[src/shared/sys_glue_pkg.sv]
`default_nettype none
package sys_glue_pkg;

	// CPU memory map
	localparam logic [15:0] OVERLAY_LAST_ADDR = 16'h7FFF;
	localparam int OVERLAY_TOP_BIT = 15;
	localparam int ROM_ADDR_WIDTH = 14;

	// I/O port space split into banks
	localparam int BANK_COUNT = 8;
	localparam int PORTS_PER_BANK = 8;
	localparam int PORT_ADDR_WIDTH = 8;
	localparam logic [7:0] BANK_SPACE_LAST_PORT = 8'h3F;
	localparam int BANK_VIDEO = 0;
	localparam int BANK_FLOPPY = 2;
	localparam int BANK_SYSTEM = 3;
	localparam int BANK_HARD_DISK = 6;

	// Internal system ports
	localparam logic [7:0] PORT_SYSTEM_STATUS = 8'h18;
	localparam logic [7:0] PORT_SYSTEM_CONTROL_ONE = 8'h18;
	localparam logic [7:0] PORT_DISPLAY_BUFFER_WRITE = 8'h1C;
	localparam logic [7:0] PORT_SYSTEM_CONTROL_TWO = 8'h1D;

	// Control one fields and start-up values
	localparam int CTL1_ROM_ENABLE_BIT = 0;
	localparam logic [7:0] CTL1_RESET = 8'h01;
	localparam logic [7:0] CTL2_RESET = 8'h00;

	// Status fields
	localparam int STAT_ROM_ENABLE_BIT = 0;
	localparam int STAT_PENDING_BIT = 1;
	localparam int STAT_IN_SERVICE_BIT = 2;
	localparam int STAT_REQUEST_BIT = 3;
	localparam int STAT_TOP_INDEX_LSB = 4;

	// Interrupt sources, index 0 is the highest priority
	localparam int IRQ_COUNT = 8;
	localparam int IRQ_INDEX_WIDTH = 3;
	localparam int IRQ_DISK_DATA = 0;
	localparam int IRQ_DISK_DONE = 1;
	localparam int IRQ_VIDEO = 2;
	localparam int IRQ_KEYBOARD = 3;
	localparam int IRQ_TIMER = 4;
	localparam int IRQ_CARD_J8 = 5;
	localparam int IRQ_CARD_J7 = 6;
	localparam int IRQ_BUS_J1 = 7;

	// Each vector entry is two bytes in a sixteen byte table
	localparam logic [7:0] VECTOR_TABLE_LOW = 8'h00;

	typedef struct packed {
		logic memAccess;
		logic ioRead;
		logic ioWrite;
		logic intAck;
	} bus_cycle_t;

	typedef enum logic [2:0] {
		IRQ_IDLE = 3'b001,
		IRQ_REQUEST = 3'b010,
		IRQ_SERVICE = 3'b100
	} irq_state_t;

endpackage
`default_nettype wire

[src/core/system_address_decode.sv]
`timescale 1ns/100ps
`default_nettype none

// Function
// RL1: Reset enables boot ROM overlay replacing lower half of RAM.
// RL2: Software turns ROM overlay on or off by control register write.
// RL3: Overlay on selects ROM for 0000-7FFF, else RAM, never both.
// RL4: ROM select decode spans up to 16 Kbytes of ROM.
// RL5: Address and I/O controls decode into eight banks with own selects.
// RL6: Banks map consecutively, bank 0 at 00H up to bank 7 at 38H.
// RL7: Bank 2 covers 10H-17H for the floppy controller only.
// RL8: Bank 6 covers 30H-37H for the hard disk interface.
// RL9: Display memory reached only by I/O ports, never memory space.
// RL10: Programmed transfers only; no direct memory access path.
// RL11: Floppy controller gives two sources: data request and command done.
// RL12: Video controller raises one interrupt when a command completes.
// RL13: Eight sources prioritised, disk data request highest, J1 lowest.
// RL14: Processor uses mode 2 vectors in table FB00 to FB0F.
// RL15: Control and status registers load start-up values before operation.
// RL16: Status read shows peripheral state including pending interrupts.
// RL17: Acknowledge gets top source only; lower ones wait until serviced.
module system_address_decode #(
	parameter int BANKS = sys_glue_pkg::BANK_COUNT,
	parameter int PORTS_PER_BANK = sys_glue_pkg::PORTS_PER_BANK,
	parameter int IRQ_SOURCES = sys_glue_pkg::IRQ_COUNT
) (
	input wire logic mclk,
	input wire logic sys_rst,
	input wire logic [15:0] cpuAddr,
	input wire logic [7:0] cpuDataIn,
	input wire logic mreqN,
	input wire logic iorqN,
	input wire logic rdN,
	input wire logic wrN,
	input wire logic m1N,
	output logic [7:0] cpuDataOut,
	output logic cpuDataOe,
	output logic intReqN,
	input wire logic diskDataRequest,
	input wire logic diskCommandDoneIrq,
	input wire logic videoIrq,
	input wire logic keyboardIrq,
	input wire logic timerIrq,
	input wire logic cardJ8Irq,
	input wire logic cardJ7Irq,
	input wire logic busJ1Irq,
	output logic romSelect,
	output logic ramSelect,
	output logic [sys_glue_pkg::ROM_ADDR_WIDTH-1:0] romAddr,
	output logic bank0Select,
	output logic bank1Select,
	output logic bank2Select,
	output logic bank3Select,
	output logic bank4Select,
	output logic bank5Select,
	output logic bank6Select,
	output logic bank7Select,
	output logic displayWriteStrobe,
	output logic [7:0] displayWriteData,
	output logic [7:0] controlTwo
);

	initial begin
		if (BANKS != 8 || IRQ_SOURCES != 8) begin
			$error("system_address_decode: eight banks and eight sources are wired out");
		end
		// Bank decode must end exactly on the last port of the bank space
		if (BANKS * PORTS_PER_BANK - 1 != int'(sys_glue_pkg::BANK_SPACE_LAST_PORT)) begin
			$error("system_address_decode: bank geometry does not match the port map");
		end
		// A ROM wider than the overlay window would alias into the upper half
		if (sys_glue_pkg::ROM_ADDR_WIDTH > sys_glue_pkg::OVERLAY_TOP_BIT) begin
			$error("system_address_decode: ROM decode wider than the overlay window");
		end
	end

	// Bus cycle decode, the CPU bus runs on mclk
	sys_glue_pkg::bus_cycle_t cycle;
	assign cycle.memAccess = !mreqN && (!rdN || !wrN);
	assign cycle.ioRead = !iorqN && m1N && !rdN;
	assign cycle.ioWrite = !iorqN && m1N && !wrN;
	assign cycle.intAck = !iorqN && !m1N;

	wire logic [7:0] portAddr = cpuAddr[7:0];

	// Write strobe held over several clocks; act on its first cycle only
	logic ioWritePrev_q;
	wire logic ioWriteStart = cycle.ioWrite && !ioWritePrev_q;

	always_ff @(posedge mclk or posedge sys_rst) begin
		if (sys_rst) begin
			ioWritePrev_q <= 1'b0;
		end else begin
			ioWritePrev_q <= cycle.ioWrite;
		end
	end

	// Control registers
	logic [7:0] controlOne_q;
	logic [7:0] controlTwo_q;
	wire logic ctl1Write = ioWriteStart && portAddr == sys_glue_pkg::PORT_SYSTEM_CONTROL_ONE;
	wire logic ctl2Write = ioWriteStart && portAddr == sys_glue_pkg::PORT_SYSTEM_CONTROL_TWO;

	always_ff @(posedge mclk or posedge sys_rst) begin
		if (sys_rst) begin
			// RL15 start-up values
			// RL1 overlay on at reset
			controlOne_q <= sys_glue_pkg::CTL1_RESET;
			controlTwo_q <= sys_glue_pkg::CTL2_RESET;
		end else begin
			// RL2 overlay switch write
			if (ctl1Write) begin
				controlOne_q <= cpuDataIn;
			end
			if (ctl2Write) begin
				controlTwo_q <= cpuDataIn;
			end
		end
	end

	wire logic romEnable = controlOne_q[sys_glue_pkg::CTL1_ROM_ENABLE_BIT];

	// RL3 overlay window decode
	wire logic lowHalf = cpuAddr <= sys_glue_pkg::OVERLAY_LAST_ADDR;
	wire logic romHit = cycle.memAccess && lowHalf && romEnable;
	// RL9 display memory absent from memory space
	wire logic ramHit = cycle.memAccess && !romHit;

	logic romSelect_q;
	logic ramSelect_q;
	logic [sys_glue_pkg::ROM_ADDR_WIDTH-1:0] romAddr_q;

	always_ff @(posedge mclk or posedge sys_rst) begin
		if (sys_rst) begin
			romSelect_q <= 1'b0;
			ramSelect_q <= 1'b0;
			romAddr_q <= '0;
		end else begin
			// RL3 one select at a time
			romSelect_q <= romHit;
			ramSelect_q <= ramHit;
			// RL4 sixteen kilobyte ROM decode
			romAddr_q <= cpuAddr[sys_glue_pkg::ROM_ADDR_WIDTH-1:0];
		end
	end

	assign romSelect = romSelect_q;
	assign ramSelect = ramSelect_q;
	assign romAddr = romAddr_q;

	// RL5 bank decode
	logic [BANKS-1:0] bankHit;
	logic [BANKS-1:0] bankSel_q;

	io_bank_decode #(
		.BANKS(BANKS),
		.PORTS_PER_BANK(PORTS_PER_BANK)
	) u_bank_decode (
		.portAddr(portAddr),
		.ioCycle(cycle.ioRead || cycle.ioWrite),
		.bankHit(bankHit)
	);

	always_ff @(posedge mclk or posedge sys_rst) begin
		if (sys_rst) begin
			bankSel_q <= '0;
		end else begin
			// RL6 consecutive bank selects
			bankSel_q <= bankHit;
		end
	end

	assign bank0Select = bankSel_q[sys_glue_pkg::BANK_VIDEO];
	assign bank1Select = bankSel_q[1];
	// RL7 floppy bank
	assign bank2Select = bankSel_q[sys_glue_pkg::BANK_FLOPPY];
	assign bank3Select = bankSel_q[sys_glue_pkg::BANK_SYSTEM];
	assign bank4Select = bankSel_q[4];
	assign bank5Select = bankSel_q[5];
	// RL8 hard disk bank
	assign bank6Select = bankSel_q[sys_glue_pkg::BANK_HARD_DISK];
	assign bank7Select = bankSel_q[7];

	// RL9 display buffer written through an I/O port
	logic displayWriteStrobe_q;
	logic [7:0] displayWriteData_q;
	wire logic displayWrite = ioWriteStart && portAddr == sys_glue_pkg::PORT_DISPLAY_BUFFER_WRITE;

	always_ff @(posedge mclk or posedge sys_rst) begin
		if (sys_rst) begin
			displayWriteStrobe_q <= 1'b0;
			displayWriteData_q <= 8'h00;
		end else begin
			displayWriteStrobe_q <= displayWrite;
			if (displayWrite) begin
				displayWriteData_q <= cpuDataIn;
			end
		end
	end

	assign displayWriteStrobe = displayWriteStrobe_q;
	assign displayWriteData = displayWriteData_q;
	assign controlTwo = controlTwo_q;

	// Peripheral requests come from pins: two-stage synchronisers
	// RL11 two floppy sources
	// RL12 one video source
	// RL13 a source's index is its rank, index 0 served first
	logic [IRQ_SOURCES-1:0] irqRaw;
	always_comb begin
		irqRaw = '0;
		irqRaw[sys_glue_pkg::IRQ_DISK_DATA] = diskDataRequest;
		irqRaw[sys_glue_pkg::IRQ_DISK_DONE] = diskCommandDoneIrq;
		irqRaw[sys_glue_pkg::IRQ_VIDEO] = videoIrq;
		irqRaw[sys_glue_pkg::IRQ_KEYBOARD] = keyboardIrq;
		irqRaw[sys_glue_pkg::IRQ_TIMER] = timerIrq;
		irqRaw[sys_glue_pkg::IRQ_CARD_J8] = cardJ8Irq;
		irqRaw[sys_glue_pkg::IRQ_CARD_J7] = cardJ7Irq;
		irqRaw[sys_glue_pkg::IRQ_BUS_J1] = busJ1Irq;
	end
	logic [IRQ_SOURCES-1:0] irqMeta_q;
	logic [IRQ_SOURCES-1:0] irqSync_q;

	always_ff @(posedge mclk or posedge sys_rst) begin
		if (sys_rst) begin
			irqMeta_q <= '0;
			irqSync_q <= '0;
		end else begin
			irqMeta_q <= irqRaw;
			irqSync_q <= irqMeta_q;
		end
	end

	// RL13 fixed priority
	logic irqAny;
	logic [sys_glue_pkg::IRQ_INDEX_WIDTH-1:0] irqTop;

	irq_priority #(
		.SOURCES(IRQ_SOURCES),
		.INDEX_WIDTH(sys_glue_pkg::IRQ_INDEX_WIDTH)
	) u_irq_priority (
		.request(irqSync_q),
		.anyPending(irqAny),
		.topIndex(irqTop)
	);

	// Acknowledge is a held M1+IORQ cycle; latch on its first clock
	logic ackPrev_q;
	wire logic ackStart = cycle.intAck && !ackPrev_q;

	sys_glue_pkg::irq_state_t irqState_q;
	sys_glue_pkg::irq_state_t irqState_d;
	logic [sys_glue_pkg::IRQ_INDEX_WIDTH-1:0] serviceIndex_q;
	logic intReqN_q;

	wire logic serviceDone = !irqSync_q[serviceIndex_q];
	wire logic inService = irqState_q == sys_glue_pkg::IRQ_SERVICE;

	// RL17 one source at a time
	always_comb begin
		irqState_d = irqState_q;
		case (irqState_q)
			sys_glue_pkg::IRQ_IDLE: begin
				if (irqAny) begin
					irqState_d = sys_glue_pkg::IRQ_REQUEST;
				end
			end
			sys_glue_pkg::IRQ_REQUEST: begin
				if (ackStart && irqAny) begin
					irqState_d = sys_glue_pkg::IRQ_SERVICE;
				end else if (!irqAny) begin
					irqState_d = sys_glue_pkg::IRQ_IDLE;
				end
			end
			sys_glue_pkg::IRQ_SERVICE: begin
				if (serviceDone) begin
					irqState_d = sys_glue_pkg::IRQ_IDLE;
				end
			end
			default: begin
				irqState_d = sys_glue_pkg::IRQ_IDLE;
			end
		endcase
	end

	always_ff @(posedge mclk or posedge sys_rst) begin
		if (sys_rst) begin
			irqState_q <= sys_glue_pkg::IRQ_IDLE;
			serviceIndex_q <= '0;
			ackPrev_q <= 1'b0;
			intReqN_q <= 1'b1;
		end else begin
			irqState_q <= irqState_d;
			ackPrev_q <= cycle.intAck;
			// RL17 latch the winner at acknowledge
			if (irqState_q == sys_glue_pkg::IRQ_REQUEST && ackStart && irqAny) begin
				serviceIndex_q <= irqTop;
			end
			intReqN_q <= !(irqState_d == sys_glue_pkg::IRQ_REQUEST);
		end
	end

	assign intReqN = intReqN_q;

	// RL14 vector low byte indexes the two-byte table entries
	wire logic [7:0] vectorByte = sys_glue_pkg::VECTOR_TABLE_LOW
		| {4'h0, irqTop, 1'b0};

	// RL16 status shows overlay and interrupt state
	logic [7:0] statusByte;
	always_comb begin
		statusByte = 8'h00;
		statusByte[sys_glue_pkg::STAT_ROM_ENABLE_BIT] = romEnable;
		statusByte[sys_glue_pkg::STAT_PENDING_BIT] = irqAny;
		statusByte[sys_glue_pkg::STAT_IN_SERVICE_BIT] = inService;
		statusByte[sys_glue_pkg::STAT_REQUEST_BIT] = !intReqN_q;
		statusByte[sys_glue_pkg::STAT_TOP_INDEX_LSB +: sys_glue_pkg::IRQ_INDEX_WIDTH] = irqTop;
	end
	wire logic statusRead = cycle.ioRead && portAddr == sys_glue_pkg::PORT_SYSTEM_STATUS;
	wire logic vectorDrive = cycle.intAck && irqState_q == sys_glue_pkg::IRQ_REQUEST;

	logic [7:0] cpuDataOut_q;
	logic cpuDataOe_q;
	logic [7:0] vectorHeld_q;

	always_ff @(posedge mclk or posedge sys_rst) begin
		if (sys_rst) begin
			cpuDataOut_q <= 8'h00;
			cpuDataOe_q <= 1'b0;
			vectorHeld_q <= 8'h00;
		end else begin
			if (ackStart) begin
				vectorHeld_q <= vectorByte;
			end
			cpuDataOe_q <= statusRead || (cycle.intAck && (vectorDrive || inService));
			if (statusRead) begin
				cpuDataOut_q <= statusByte;
			end else if (cycle.intAck) begin
				cpuDataOut_q <= ackStart ? vectorByte : vectorHeld_q;
			end
		end
	end

	assign cpuDataOut = cpuDataOut_q;
	assign cpuDataOe = cpuDataOe_q;

	// RL10 no bus request or grant path exists; all transfers are programmed

endmodule

`default_nettype wire

[src/core/io_bank_decode.sv]
`timescale 1ns/100ps
`default_nettype none

module io_bank_decode #(
	parameter int BANKS = 8,
	parameter int PORTS_PER_BANK = 8
) (
	input wire logic [7:0] portAddr,
	input wire logic ioCycle,
	output logic [BANKS-1:0] bankHit
);

	localparam int PORT_BITS = $clog2(PORTS_PER_BANK);
	localparam int BANK_BITS = $clog2(BANKS);

	initial begin
		if (BANKS * PORTS_PER_BANK > 256 || BANKS < 2 || PORTS_PER_BANK < 2) begin
			$error("io_bank_decode: bank geometry does not fit the port space");
		end
	end

	wire logic inRange = (portAddr >> (PORT_BITS + BANK_BITS)) == 8'h00;
	wire logic [BANK_BITS-1:0] bankIndex = portAddr[PORT_BITS +: BANK_BITS];

	genvar b;
	generate
		for (b = 0; b < BANKS; b++) begin : g_bank
			assign bankHit[b] = ioCycle && inRange && (bankIndex == BANK_BITS'(b));
		end
	endgenerate

endmodule

`default_nettype wire

[src/core/irq_priority.sv]
`timescale 1ns/100ps
`default_nettype none

module irq_priority #(
	parameter int SOURCES = 8,
	parameter int INDEX_WIDTH = 3
) (
	input wire logic [SOURCES-1:0] request,
	output logic anyPending,
	output logic [INDEX_WIDTH-1:0] topIndex
);

	initial begin
		if (SOURCES > (1 << INDEX_WIDTH) || SOURCES < 1) begin
			$error("irq_priority: index too narrow for source count");
		end
	end

	assign anyPending = |request;

	// Lowest index wins, so scan from the bottom priority upward
	always_comb begin
		topIndex = '0;
		for (int i = SOURCES - 1; i >= 0; i--) begin
			if (request[i]) begin
				topIndex = INDEX_WIDTH'(i);
			end
		end
	end

endmodule

`default_nettype wire

[config.mk]
export PLATFORM = sky130hd
export DESIGN_NAME = system_address_decode
export DESIGN_NICKNAME = d
export VERILOG_FILES = /design/src/shared/sys_glue_pkg.sv /design/src/core/system_address_decode.sv /design/src/core/io_bank_decode.sv /design/src/core/irq_priority.sv
export SDC_FILE = /design/constraint.sdc
export NUM_CORES = 1
export LEC_CHECK = 0
export BUFFER_PORTS_ARGS = -buffer_cell sky130_fd_sc_hd__buf_2
export CORE_ASPECT_RATIO = 1.1
export CORE_MARGIN = 2
export CORE_UTILIZATION = 30
export CTS_CLUSTER_SIZE = 30
export DETAILED_ROUTE_END_ITERATION = 7
export SYNTH_ARGS = -nofsm -noshare
export SYNTH_HDL_FRONTEND = slang
export SYNTH_HIERARCHICAL = 1
export SYNTH_SLANG_ARGS = --single-unit
[constraint.sdc]
create_clock -name mclk -period 2.75 [get_ports mclk]
set_input_delay 0.275 -clock mclk [delete_from_list [all_inputs] [get_ports mclk]]
set_output_delay 0.275 -clock mclk [all_outputs]
set_load 0.005 [all_outputs]
Yosys cells after proc, flatten, opt, wreduce, memory -nomap -nowiden
Cells that the tools add are included.
Widths: inputs -> output; s select.
{"block": "word_totals", "regBits": 84, "inputBits": 39, "elab_cells": 98}
{"block": "classes", "n_mux": 18, "n_reduce_logical": 46, "order_cmp": 2, "n_eq_ne": 14}
{"op": "$mux 3", "count": 12}
{"op": "$logic_and 1x1->1", "count": 28}
{"op": "$eq 8x5->1 const B", "count": 3}
{"op": "$mux 8", "count": 3}
{"op": "$le 16x15->1 const B", "count": 1}
{"op": "$eq 3x3->1 const B", "count": 5}
{"op": "$eq 3x2->1 const B", "count": 4}
{"op": "$logic_not 1->1", "count": 10}
{"op": "$pmux 3 s3", "count": 1}
{"op": "$logic_not 8->1", "count": 1}
{"op": "$reduce_or 8->1", "count": 1}
{"op": "$eq 3x1->1 const B", "count": 2}
{"op": "$logic_or 1x1->1", "count": 4}
{"op": "$lt 3x4->1 const B", "count": 1}
{"op": "$bmux 1 s3", "count": 1}
{"op": "$logic_not 3->1", "count": 1}
{"op": "$reduce_bool 2->1", "count": 1}
{"op": "$mux 1", "count": 1}

Depth between registers and ports, before layout
{"block": "depth", "depth_word": 11, "depth_mapped": 5}

Hierarchy
Netlist, hierarchy kept.
{"module": "system_address_decode", "area_each_um2": 2937.8, "instances": 1, "seq_area_each_um2": 2105.8, "cells_per_inst": 181}
{"module": "io_bank_decode", "area_each_um2": 90.1, "instances": 1, "seq_area_each_um2": 0.0, "cells_per_inst": 14}
{"module": "irq_priority", "area_each_um2": 81.3, "instances": 1, "seq_area_each_um2": 0.0, "cells_per_inst": 13}

Worst setup path before layout
Ideal clock, no wire load.
{"block": "synth_timing", "path_kind": "in2reg", "from": "input cpuAddr[5]", "to": "register controlTwo_q[0] (netlist: controlTwo[0])", "arrival_ns": 1.844, "path_slack_ns": 0.781, "path_buffers": 1, "path_stages": 4, "cell_sequence": "or4bb_1 > or4_4 > buf_6 > mux2_4"}
{"block": "synth_via", "elab_chain_cells": 2}
{"element": "from (decl)", "line_no": "system_address_decode.sv:29", "rtl": "input wire logic [15:0] cpuAddr,"}
{"element": "$eq 8x5->1", "line_no": "system_address_decode.sv:102", "rtl": "wire logic ctl2Write = ioWriteStart && portAddr == sys_glue_pkg::PORT_SYSTEM_CONTROL_TWO;"}
{"element": "$logic_and 1x1->1", "line_no": "system_address_decode.sv:102"}
{"element": "to (signal assigned)", "line_no": "system_address_decode.sv:109", "rtl": "controlTwo_q <= sys_glue_pkg::CTL2_RESET;"}
{"element": "to (signal assigned)", "line_no": "system_address_decode.sv:116", "rtl": "controlTwo_q <= cpuDataIn;"}
{"element": "to (decl)", "line_no": "system_address_decode.sv:100", "rtl": "logic [7:0] controlTwo_q;"}
Every way passes these cells.
A chain may end at the register's enable or synchronous reset.

Worst setup path in the final report
{"block": "layout_timing", "from": "input cpuAddr[4]", "to": "register controlTwo_q[5] (netlist: controlTwo[5])"}
The elaborated chain is that of the path after synthesis.

==> flow_summary.toml <==
[die]
core_area_um2 = 9985
die_x_um = 101.1
num_io_pins = 90
die_area_um2 = 11200
initial_core_util = 0.3114
die_y_um = 110.8
num_rows = 38

[synth]
synth-edff-count = 0
synth-main-ff-cell = "dfrtp_1"
syn-cell-area_um2 = 3109
async_flop_share = 1.000
synth.top_cells.by_area = "dfrtp_1 (65%), mux2_2 (5.4%), mux2_4 (3.9%)"
synth_top_area_frac = 0.6519
synth_cells = 208
yosysSeqAreaShare = 0.6773
synth_cell_types = 46
synth_seq_cells = 84
avgSynthCellArea_um2 = 14.95
yosys.area.top_type = "dfrtp_1"
ys.warnings.count = 6
synth_fp_nets = 247

[sta]
period_minus_slack_ns = 1.824
setup_tns_ns = 0
tightest_slew_ns = 0.9102
slew_viol_final = 0
finalHoldViolations = 0
rsz0062_at_grt = "false"
period_share = 0.6634
setup_violations = 0
setup_slack_ns = 0.9258
slew_headroom = 0.3932
finClkSkew_ns = 0.01489
fmax_mhz = 548.2

[global_routing]
grt_pass1_wl_um = 10180
grtUsageMet1 = 0.1462
grt_max_degree = 54
grt_remaining_overflow = 0
antenna_found_initial = 0
grt.total_usage = 0.1166
met2_usage = 0.1850
top_usage_layer = "met2"
grt_pass1_vias = 2068
met3_usage = 0.04288

[routing]
drtIter0Drc = 25
wl_per_cell_um = 14.17
drt-total-wl_um = 6219
drt_first_pass_iters = 4
viasPerCell = 4.551
routed-via-count = 1998
drtAntennaViolNets = 0
drcViolationCount = 0

[power_and_ir_drop]
peakVddDrop_uv = 375.0
p_per_area_nw_per_um2 = 641.0
power_leakage_nw = 2.043

[layout]
seqCellArea_um2 = 2106
num-fill-cells = 949
fin_util = 0.3981
multi_input_area_um2 = 969.7
synthToLayoutAreaGrowth_pct = 27.85
final_common_cell = "buf_2"
drive_gt1_frac = 0.4671
final_cell_mix = "buf_2 (88), dfrtp_1 (81), mux2_2 (15)"
antenna_cells = 0
layout.nets = 353

[setup_path]
cp.required_ns = 2.98
worst-path-max-fanout = 8
reg2reg_from = "irqSync_q[4]$_DFF_PP0_"
start_kind = "input pin"
crit_type = "in2reg"
endpoint_kind = "register"
cp-startpoint = "cpuAddr[4]"
worstPathArrival_ns = 2.05

[clocking]
cts-root-buf = "clkbuf_8"
clkLatencyLatePin_ns = 0.35
cts_buffers = 9
postCtsSetupBuffers = 0
path_clk_slew_ns = 0.09
cts_max_path_buffers = 2
postCtsHoldBufs = 0
cts_sinks = 84
ctsResizeCount = 0
h-tree-depth = 3
cts_tree = "built"

[place]
port_buffers = 88
pre_cts_slack_ns = 0.5588
dp_hpwl_um = 4472
finalWeightedCongestion = 0.7329

[status]
outcome = "completed"

[min_path]
hold_start = "cardJ7Irq"
hold_path_class = "in2reg"

[run]
cap_violations = 0
-- cell families (layout without fill, tap and decap cells) --
| kind of cell | count (synthesis) | after routing | share of synthesized area |
|---|---|---|---|
| AND/OR/NAND/NOR | 64 | 64 | 0.1416 |
| AO/OA/AOI/OAI | 25 | 25 | 0.06157 |
| multiplexers | 27 | 27 | 0.1058 |
| buffers and inverters | 7 | 118 | 0.01086 |
| XOR/XNOR | 1 | 1 | 0.002817 |
| flip-flops | 84 | 84 | 0.6773 |
-- final timing paths --
path | end | slack, ns | depth (start not counted)
worst min register to register | irqSync_q[2]$_DFF_PP0_ | 0.34 | 0
worst max register to register | cpuDataOut[3]$_DFFE_PP0P_ | 0.96 | 4
worst min-delay path | irqMeta_q[6]$_DFF_PP0_ | 0.02 | 1
max in group asynchronous | romAddr[0]$_DFF_PP0_ | 1.99 | 3
min in group asynchronous | irqSync_q[4]$_DFF_PP0_ | 0.06 | 2
worst max-delay path | controlTwo[5]$_DFFE_PP0P_ | 0.93 | 4
-- power breakdown --
part	internal [mW]	switching [mW]	leakage (nW)
clock	0.420	0.441	0.0927
sequential	1.33	0.0649	1.08
combinational	0.152	0.141	0.870
total	1.90	0.647	2.04
-- cells in the mapped netlist (3+ instances only) --
library cell	count
dfrtp_1	81
mux2_2	15
nor2_1	14
nor2b_1	9
mux2_4	8
a221o_1	7
and3_1	5
mux2i_1	4
nand2_1	4
nand2b_1	4
a21oi_1	3
clkbuf_1	3
dfstp_2	3
inv_1	3
nor3_2	3
o21ai_0	3
-- state kept, by name, summed over array words and instances, names as in the netlist --
register,flops
romAddr,14
ackPrev_q,1
displayWriteStrobe,1
irqMeta_q,8
irqSync_q,8
controlOne_q,1
ramSelect,1
cpuDataOut,8
vectorHeld_q,8
irqState_q,3
bankSel_q,8
intReqN,1
romSelect,1
displayWriteData,8
cpuDataOe,1
controlTwo,8
ioWritePrev_q,1
serviceIndex_q,3
-- worst max-delay path: stages --
cell	delay [ns]
buf_2	0.16
or4bb_1	0.60
or4_4	0.69
mux2_4	0.33
-- metrics by stage --
stage / hold WS, ns / area, um2 / cells / power, mW
6_report: 0.01738 / 3975 / 439 / 2.548
5_1_grt: 0.0001938 / 3975 / 439 / 2.683
4_1_cts: 0.0007050 / 3935 / 435 / 2.583
3_5_place_dp: 0.3355 / 3744 / 419 / 1.712
3_3_place_gp: 0.3354 / 3744 / 419 / 1.702
2_1_floorplan: 0.3064 / 3109 / 208 / 1.587
-- final cells by class --
cell class,instances,share of cell area
Clock buffer,10,0.03211
Clock inverter,6,0.01605
Sequential cell,84,0.5297
Tap cell,120,0.03777
Multi-Input combinational cell,117,0.2439
Inverter,3,0.003148
Timing Repair Buffer,99,0.1372
-- metal layers --
layer  vias up  part of all wire
li1        960                 -
met1       969              0.44
met2        61              0.49
met3         8             0.050
met4         0             0.016
met5         -                 0
No activity file was read; power rests on OpenSTA's default activity.
